<file path="src/design/bie_regs.svh">
`ifndef BIE_REGS_SVH
`define BIE_REGS_SVH

`define BIE_PC_W 9
`define BIE_PC_MSB 8
`define BIE_SWI_VECTOR 9'h001
`define BIE_PC_STEP 9'h001
`define BIE_REG_STEP 8'h01
`define BIE_ZERO_BYTE 8'h00
`define BIE_IRQ_EN_RESET 1'b0
`define BIE_IRQ_OFF 1'b0
`define BIE_IRQ_ON 1'b1
`define BIE_PULSE_OFF 1'b0
`define BIE_PC_RESET 9'h000
`define BIE_CYC_BRANCH 2'h2
`define BIE_CYC_SWI 2'h3
`define BIE_CYC_ONE 2'h1
`define BIE_CYC_NONE 2'h0
`define BIE_DEST_ACCUM 1'b0

`endif

</file>
<file path="src/design/bie_pkg.sv">
package bie_pkg;
  `include "bie_regs.svh"

  typedef enum logic [2:0] {
    BIE_OP_NONE = 3'b000,
    BIE_OP_IRQ_OFF = 3'b001,
    BIE_OP_IRQ_ON  = 3'b010,
    BIE_OP_JMP  = 3'b011,
    BIE_OP_JMPA = 3'b100,
    BIE_OP_INC  = 3'b101,
    BIE_OP_SWI  = 3'b110
  } bie_op_t;

  typedef struct packed {
    bie_op_t op;
    logic [8:0] addr;
    logic dest;
    logic [7:0] reg_val;
  } bie_instr_t;

  typedef struct packed {
    logic [7:0] accumulator;
    logic [7:0] page_high_buffer;
    logic [7:0] table_high_pointer;
  } bie_ctx_t;

  typedef struct packed {
    logic accum_we;
    logic reg_we;
    logic [7:0] data;
    logic zero_we;
    logic zero;
  } bie_wb_t;
endpackage : bie_pkg

</file>
<file path="src/design/bie_register_increment_instr.sv">
`timescale 1ns/1ps
module bie_register_increment_instr
  import bie_pkg::*;
(
  input wire logic [7:0] reg_val_i,
  input wire logic dest_i,
  output logic accum_we_o,
  output logic reg_we_o,
  output logic [7:0] sum_o,
  output logic zero_o
);
  // wraps naturally at 8 bits, so 0xff gives 0x00 with zero set
  assign sum_o = reg_val_i + `BIE_REG_STEP;
  assign zero_o = (sum_o == `BIE_ZERO_BYTE);
  assign accum_we_o = (dest_i == `BIE_DEST_ACCUM);
  assign reg_we_o = (dest_i != `BIE_DEST_ACCUM);
endmodule : bie_register_increment_instr

</file>
<file path="src/design/bie_exec.sv">
`timescale 1ns/1ps
module bie_exec
  import bie_pkg::*;
(
  input wire logic clk_sys_i,
  input wire logic rst_n_i,
  input wire logic instr_valid_i,
  input wire bie_instr_t instr_i,
  input wire bie_ctx_t ctx_i,
  input wire logic [8:0] instr_pc_i,
  output logic instr_ready_o,
  output logic global_irq_enable_o,
  output logic pc_load_o,
  output logic [8:0] pc_o,
  output logic stack_push_o,
  output logic [8:0] stack_data_o,
  output bie_wb_t wb_o,
  output logic busy_o
);
  typedef enum logic [1:0] {
    BIE_ST_IDLE = 2'b00,
    BIE_ST_WAIT = 2'b01
  } bie_state_t;

  // sequencer: a multi-cycle op parks in wait while cyc_left runs down
  bie_state_t state;
  bie_state_t next_state;
  logic [1:0] cyc_left;
  logic [1:0] next_cyc_left;

  // every output below is a flop with its own next value
  logic global_irq_enable;
  logic next_global_irq_enable;
  logic pc_load;
  logic next_pc_load;
  logic [8:0] pc;
  logic [8:0] next_pc;
  logic stack_push;
  logic next_stack_push;
  logic [8:0] stack_data;
  logic [8:0] next_stack_data;
  bie_wb_t wb;
  bie_wb_t next_wb;

  // both branch kinds build the new pc from a page bit and a low byte
  function automatic logic [8:0] bie_page_join(input logic hi, input logic [7:0] lo);
    bie_page_join = {hi, lo};
  endfunction : bie_page_join

  // one opcode compare, shared by all six decode lines
  function automatic logic bie_op_is(input bie_op_t seen, input bie_op_t want);
    bie_op_is = (seen == want);
  endfunction : bie_op_is

  // cycle counts are totals; the take cycle is already spent when the count loads
  function automatic logic [1:0] bie_less_one(input logic [1:0] n);
    bie_less_one = n - `BIE_CYC_ONE;
  endfunction : bie_less_one

  // instructions offered while waiting are not taken; the fetch side must hold them
  wire idle = (state == BIE_ST_IDLE);
  wire take = instr_valid_i && idle;
  wire is_irq_off = take && bie_op_is(instr_i.op, BIE_OP_IRQ_OFF);
  wire is_irq_on = take && bie_op_is(instr_i.op, BIE_OP_IRQ_ON);
  wire is_jmp = take && bie_op_is(instr_i.op, BIE_OP_JMP);
  wire is_jmpa = take && bie_op_is(instr_i.op, BIE_OP_JMPA);
  wire is_inc = take && bie_op_is(instr_i.op, BIE_OP_INC);
  wire is_swi = take && bie_op_is(instr_i.op, BIE_OP_SWI);
  wire is_branch = is_jmp || is_jmpa;
  wire is_pc_change = is_branch || is_swi;

  // page bit comes from the buffer, so the top address bit is overridden
  wire [8:0] jmp_target = bie_page_join(ctx_i.page_high_buffer[0], instr_i.addr[7:0]);
  wire [8:0] jmpa_target = bie_page_join(ctx_i.table_high_pointer[0], ctx_i.accumulator);
  // return address wraps at the top of the 9-bit space rather than growing a bit
  wire [8:0] ret_addr = instr_pc_i + `BIE_PC_STEP;

  // wait lengths after the take cycle
  wire [1:0] branch_wait = bie_less_one(`BIE_CYC_BRANCH);
  wire [1:0] swi_wait = bie_less_one(`BIE_CYC_SWI);
  wire last_wait = (cyc_left == `BIE_CYC_ONE);

  wire inc_accum_we;
  wire inc_reg_we;
  wire [7:0] inc_sum;
  wire inc_zero;

  bie_register_increment_instr u_register_increment_instr (
    .reg_val_i(instr_i.reg_val),
    .dest_i(instr_i.dest),
    .accum_we_o(inc_accum_we),
    .reg_we_o(inc_reg_we),
    .sum_o(inc_sum),
    .zero_o(inc_zero)
  );

  // enable and disable share one opcode field, so they never arrive together
  wire irq_on_or_hold = is_irq_on ? `BIE_IRQ_ON : global_irq_enable;
  assign next_global_irq_enable = is_irq_off ? `BIE_IRQ_OFF : irq_on_or_hold;

  // pc only moves with a load strobe; otherwise it keeps the last target for the fetch side
  wire [8:0] swi_or_hold = is_swi ? `BIE_SWI_VECTOR : pc;
  wire [8:0] jmpa_or_rest = is_jmpa ? jmpa_target : swi_or_hold;
  assign next_pc = is_jmp ? jmp_target : jmpa_or_rest;
  assign next_pc_load = is_pc_change;

  // push and vector load leave together; the stack sees pc+1 in the same cycle
  assign next_stack_push = is_swi;
  assign next_stack_data = is_swi ? ret_addr : stack_data;

  // only increment touches the zero flag; the other five ops leave the write-back flags alone
  assign next_wb = '{
    accum_we: is_inc && inc_accum_we,
    reg_we: is_inc && inc_reg_we,
    data: is_inc ? inc_sum : wb.data,
    zero_we: is_inc,
    zero: is_inc ? inc_zero : wb.zero
  };

  // multi-cycle ops hold off the next instruction; the count includes the take cycle
  always_comb begin
    next_state = state;
    next_cyc_left = cyc_left;
    unique case (state)
      BIE_ST_IDLE: begin
        if (is_branch) begin
          next_state = BIE_ST_WAIT;
          next_cyc_left = branch_wait;
        end else if (is_swi) begin
          next_state = BIE_ST_WAIT;
          next_cyc_left = swi_wait;
        end
      end
      BIE_ST_WAIT: begin
        next_cyc_left = bie_less_one(cyc_left);
        if (last_wait) begin
          next_state = BIE_ST_IDLE;
        end
      end
      default: begin
        // unused codes fall back to idle so a corrupt state cannot lock the block
        next_state = BIE_ST_IDLE;
        next_cyc_left = `BIE_CYC_NONE;
      end
    endcase
  end

  always_ff @(posedge clk_sys_i) begin
    if (!rst_n_i) begin
      state <= BIE_ST_IDLE;
    end else begin
      state <= next_state;
    end
  end

  always_ff @(posedge clk_sys_i) begin
    if (!rst_n_i) begin
      cyc_left <= `BIE_CYC_NONE;
    end else begin
      cyc_left <= next_cyc_left;
    end
  end

  always_ff @(posedge clk_sys_i) begin
    if (!rst_n_i) begin
      global_irq_enable <= `BIE_IRQ_EN_RESET;
    end else begin
      global_irq_enable <= next_global_irq_enable;
    end
  end

  always_ff @(posedge clk_sys_i) begin
    if (!rst_n_i) begin
      pc_load <= `BIE_PULSE_OFF;
    end else begin
      pc_load <= next_pc_load;
    end
  end

  always_ff @(posedge clk_sys_i) begin
    if (!rst_n_i) begin
      pc <= `BIE_PC_RESET;
    end else begin
      pc <= next_pc;
    end
  end

  always_ff @(posedge clk_sys_i) begin
    if (!rst_n_i) begin
      stack_push <= `BIE_PULSE_OFF;
    end else begin
      stack_push <= next_stack_push;
    end
  end

  always_ff @(posedge clk_sys_i) begin
    if (!rst_n_i) begin
      stack_data <= `BIE_PC_RESET;
    end else begin
      stack_data <= next_stack_data;
    end
  end

  // write-back strobes are single-cycle pulses; data and zero hold for late readers
  always_ff @(posedge clk_sys_i) begin
    if (!rst_n_i) begin
      wb <= '0;
    end else begin
      wb <= next_wb;
    end
  end

  assign instr_ready_o = (state == BIE_ST_IDLE);
  assign busy_o = (state != BIE_ST_IDLE);
  assign global_irq_enable_o = global_irq_enable;
  assign pc_load_o = pc_load;
  assign pc_o = pc;
  assign stack_push_o = stack_push;
  assign stack_data_o = stack_data;
  assign wb_o = wb;
endmodule : bie_exec

</file>
<file path="config.mk">
export PLATFORM = sky130hd
export DESIGN_NAME = bie_exec
export DESIGN_NICKNAME = d
export VERILOG_FILES = /design/src/design/bie_pkg.sv /design/src/design/bie_register_increment_instr.sv /design/src/design/bie_exec.sv
export VERILOG_INCLUDE_DIRS = /design/src /design/src/design
export SDC_FILE = /design/constraint.sdc
export NUM_CORES = 1
export LEC_CHECK = 0
export ABC_AREA = 1
export BUFFER_PORTS_ARGS = -buffer_cell sky130_fd_sc_hd__clkbuf_2
export CORE_MARGIN = 2
export CORE_UTILIZATION = 35
export CTS_CLUSTER_DIAMETER = 80
export DETAILED_ROUTE_END_ITERATION = 8
export HOLD_SLACK_MARGIN = 0.02
export SYNTH_ARGS = -nofsm -noshare
export SYNTH_HDL_FRONTEND = slang
export SYNTH_SLANG_ARGS = --single-unit
</file>
<file path="constraint.sdc">
create_clock -name clk_sys_i -period 1.57 [get_ports clk_sys_i]
set_clock_uncertainty 0.1 [all_clocks]
set_input_delay 0.0785 -clock clk_sys_i [delete_from_list [all_inputs] [get_ports clk_sys_i]]
set_output_delay 0.0785 -clock clk_sys_i [all_outputs]
set_load 0.005 [all_outputs]
</file>
== Word-level counts from Yosys, hierarchy flattened ==
Index checks and enable logic that the tools add are counted.
Operators by class
  $add $sub $neg: 3
  equality and inequality tests: 10
  multiplexer cells: 10
  bitwise gates (word level): 2
  reduce and logical (&&, ||, !) cells: 17
Operator list (number)
  $mux W9: 3
  $mux W2: 5
  $add A9 B1 Y9 const B: 1
  $eq A3 B3 Y1 const B: 3
  $logic_and A1 B1 Y1: 9
  $add A8 B1 Y8 const B: 1
  $logic_not A8 Y1: 1
  $pmux W2 S2: 2
  $eq A3 B2 Y1 const B: 2
  $eq A2 B1 Y1 const B: 2
  $eq A3 B1 Y1 const B: 1
  $ne A3 B1 Y1 const B: 1
  $reduce_bool A3 Y1: 1
  $logic_not A2 Y1: 1
  $logic_or A1 B1 Y1: 2
  $ne A2 B2 Y1 const B: 1
  $not A1 Y1: 2
  $reduce_and A2 Y1: 1
  $reduce_bool A2 Y1: 1
  $reduce_or A2 Y1: 1
  $sub A2 B1 Y2 const B: 1
Word-level totals
  register bits: 37
  input bits: 57
  output and inout bits: 35
  word-level logic and storage cells: 54

== Depth between registers and ports, before layout ==
  word-level depth: 6
  depth in mapped cells: 8
  mapped depth without buffers: 8

== Modules after synthesis ==
From an unflattened synthesis, not the netlist that was laid out.
Unflattened totals
  cells, all modules: 273
  area total of the unflattened synthesis: 1964.4 µm²
By module, submodules not included
  bie_exec: instances 1, cells an instance 224, area an instance 1705.4 µm²
  bie_register_increment_instr: instances 1, cells an instance 49, area an instance 259.0 µm²

== Worst setup path before layout ==
OpenSTA, ideal clock, no wires.
  path kind: register -> register
  start point: register state[0]
  end point: register cyc_left[0]
  arrival: 1.036 ns
  path slack: 0.300 ns
  cell stages (with the launch flop): 6
  path buffers: 0
  path through: dfxtp_1 > nor2_1 > nand4_1 > clkinv_1 > nor3_1 > a21oi_1
Between the ends
  cells in the longest elaborated chain, start to end: 6
  elaborated cells between the ends (all ways): 10
RTL lines
  from (decl): RTL line bie_exec.sv:26  | bie_state_t state;
  from (signal assigned): RTL line bie_exec.sv:152  | state <= next_state;
  $logic_not A2 Y1: RTL line bie_exec.sv:61, bie_exec.sv:124
  $logic_and A1 B1 Y1: RTL line bie_exec.sv:62  | wire take = instr_valid_i && idle;
  $logic_and A1 B1 Y1 (on tied branches): RTL line bie_exec.sv:65, bie_exec.sv:66
  $logic_or A1 B1 Y1: RTL line bie_exec.sv:69  | wire is_branch = is_jmp || is_jmpa;
  $mux W2: RTL line bie_exec.sv:126  | if (is_branch) begin
  $pmux W2 S2: RTL line bie_exec.sv:124  | unique case (state)
  to (signal assigned): RTL line bie_exec.sv:158  | cyc_left <= `BIE_CYC_NONE;
  to (signal assigned): RTL line bie_exec.sv:160  | cyc_left <= next_cyc_left;
  to (decl): RTL line bie_exec.sv:28  | logic [1:0] cyc_left;
Several ways; a longest one is shown, not always the timed one.
A chain may end at the register's enable or synchronous reset.

== Worst setup path after layout ==
Ends and elaborated chain as after synthesis.

==> results.cfg <==
[run_status]
outcome = complete, no violations

[global_routing]
grt_pass1_vias = 1612
antenna_found_initial = 0
overflow = 0
grt_max_degree = 17
grt_first_pass_wirelength_um = 6900
grt_use_total_pct = 16.2

[synth]
synth_top_area_share_pct = 41.8
synth_common_cells = 51 x nand2_1, 36 x dfxtp_1, 31 x nor2_1
synth-seq-area-share_pct = 41.8
synthArstFlopShare_pct = 0
postSynthAreaPerCell_um2 = 7.47
synthTopCellsByArea = dfxtp_1 42%, nand2_1 11%, nor2_1 6.7%, inv_1 5.7%, o21ai_0 4.4%
ys_ff_latch = 36
synth_edf_count = 0
syn_area_mm2 = 0.00173
yosysTopAreaCell = dfxtp_1
syn_inst = 231
synth.most_common_cell = nand2_1
syn_nets = 292
ys_types = 32
ys.flop_type = dfxtp_1
ys_warn_count = 0

[power]
p_leak_nw = 1.28
ir_worst_vdd_v = 0.000321
p_per_area_mw_per_mm2 = 753

[critical_path]
critPathMaxFanout = 9
reg2reg_from = state[0]$_SDFFE_PN0P_
cp_cell_sequence = nor2_1 -> nand4_1 -> clkinvlp_4 -> nor3_1 -> a21oi_1
cp.arrival_ns = 1.51
endpoint = cyc_left[0]$_SDFFE_PN0P_
cpPeakStageDelay_ns = 0.41
path_class = reg2reg
setup.worst_path.start_class = register
worstSetupStartpoint = state[0]$_SDFFE_PN0P_
timing.critical_path.required_ns = 1.64
r2r_slack_ns = 0.13
rr_worst_depth = 5
end_kind = register
reg2reg_to = cyc_left[0]$_SDFFE_PN0P_
critPathSlowestCell = dfxtp_1

[finish]
diodes = 0
syn_to_final_growth_pct = 46.7
fin_util_pct = 53.6
regArea_um2 = 721
nFillCells = 487
multiInputGateArea_um2 = 857
design_area_mm2 = 0.00253
nets = 401
stdcell_count = 407
final_layout_size_suffix_gt1_share_pct = 30.9

[placement]
post_dp_cell_area_mm2 = 0.00218
dpl.cell_count = 373
place_hpwl_um = 3170
numPortBuffers = 76
routabilityCongestion = 0.770

[clock_network]
tritoncts = done
cts.sinks = 36
ctsLongestPathBuffers = 2
numCtsBuffers = 5
cts.clk_slew.worst_paths_ns = 0.07
cts_root_buffer = clkbuf_8
ctsHtreeMaxLevel = 2
clk_latency_ns = 0.28

[floorplan]
core_area_mm2 = 0.00472
num_rows = 25
die_x_um = 74.2
die_area_mm2 = 0.00551
die_y_um = 74.2
start_util_pct = 36.5
io_pins = 92

[hold_path]
hold_path_class = in2reg

[timing]
relSlewSlack_pct = 69.0
hold_viol = 0
min_period_ns = 1.44
rsz0062_at_grt = no
fmax_mhz = 692
setup_viol = 0
setup_tns_ns = 0
min_period_over_period_pct = 92.0
slew_violations = 0
max_slew.worst_pin.slew_ns = 0.464

[drt]
via_per_inst = 4.44
drtAntennaViolNets = 0
drt_iter0_markers = 55
totalWireLength_um = 4360
vias = 1807
route.detailed.drc = 0
drt-wirelength-per-cell_um = 10.7
dr.pass1.iters = 4

[job]
drv_cap = 0
## logic make-up after synthesis
kind of cell             Yosys count  share of synthesized area, %
AO/OA/AOI/OAI                     39                          12.8
XOR/XNOR                           7                          3.55
adder cells (fa/ha/maj)            4                          2.90
buffers and inverters             35                          8.56
flip-flops                        36                          41.8
AND/OR/NAND/NOR                  110                          30.4
## cell usage in the layout, fill, tap and decap left out, drive strengths merged, types with 2 or more instances in the layout
cell         count
nand3           12
a21oi           11
xnor2            4
nand2           54
buf              6
dfxtp           36
inv             29
nand4            5
dlygate4sd3     25
nor3             2
ha               4
xor2             3
clkbuf          82
o21ai           16
nor2            35
a31oi            8
## through the flow
stage	setup slack (ns)	hold slack [ns]	power (mW)
6_report	0.126	0.0393	1.91
5_1_grt	0.0213	0.0716	2.01
4_1_cts	0.0579	0.0242	1.93
3_5_place_dp	0.0734	0.165	1.27
3_3_place_gp	0.149	0.171	1.26
2_1_floorplan	0.300	0.0578	1.13
## sequential cells by signal, indices dropped and copies added, names as in the netlist
| signal | cells |
|---|---|
| cyc_left | 2 |
| stack_push_o | 1 |
| state | 1 |
| pc_o | 9 |
| global_irq_enable_o | 1 |
| wb_o | 12 |
| pc_load_o | 1 |
| stack_data_o | 9 |
## critical path, delay by kind of cell, from the launching register on
| kind | cells | cell delay (ns) |
|---|---|---|
| AND/OR/NAND/NOR | 3 | 0.49 |
| flip-flops | 1 | 0.41 |
| buffers and inverters | 1 | 0.24 |
| AO/OA/AOI/OAI | 1 | 0.09 |
## layout make-up
class,count,area share (%)
multi-input combinational,160,33.9
sequential,36,28.5
timing repair buffer,107,26.7
inverter,30,4.60
tap,67,3.31
clock buffer,6,2.87
clock inverter,1,0.198
## report_power, final
group / switching, mW / total [mW] / leakage, nW / internal (mW)
combinational: 0.166 / 0.329 / 0.947 / 0.163
sequential: 0.0193 / 0.968 / 0.292 / 0.948
clock: 0.307 / 0.609 / 0.0410 / 0.301
## worst min path at each step
| stage | startpoint | to | cells after the start |
|---|---|---|---|
| 6_report | instr_i[7] | wb_o[9]$_SDFFE_PN0P_ | 5 |
| 5_1_grt | instr_pc_i[3] | stack_data_o[3]$_SDFFE_PN0P_ | 3 |
| 4_1_cts | instr_pc_i[3] | stack_data_o[3]$_SDFFE_PN0P_ | 3 |
| 3_5_place_dp | instr_i[8] | wb_o[11]$_SDFF_PN0_ | 2 |
| 3_3_place_gp | instr_i[8] | wb_o[11]$_SDFF_PN0_ | 2 |
| 2_1_floorplan | instr_i[8] | wb_o[11]$_SDFF_PN0_ | 1 |
## metal layers
| metal | global-route usage [%] | vias up | wire length (µm) | share of wire [%] |
|---|---|---|---|---|
| li1 | - | 963 | - | - |
| met1 | 19.1 | 787 | 1960 | 45 |
| met2 | 27.8 | 51 | 2040 | 47 |
| met3 | 5.83 | 6 | 309 | 7.1 |
| met4 | 4.76 | 0 | 50 | 1.1 |
| met5 | 0 | - | 0 | 0 |
## what timing repair did
action / in CTS / in global routing
setup endpoints to repair: 0 / 3
gates resized for setup: 0 / 1
hold buffers: 25 / 0
hold endpoints to repair: 17 / 0
buffers inserted: 0 / 2
Note: power is estimated with default switching activity, not from simulation.
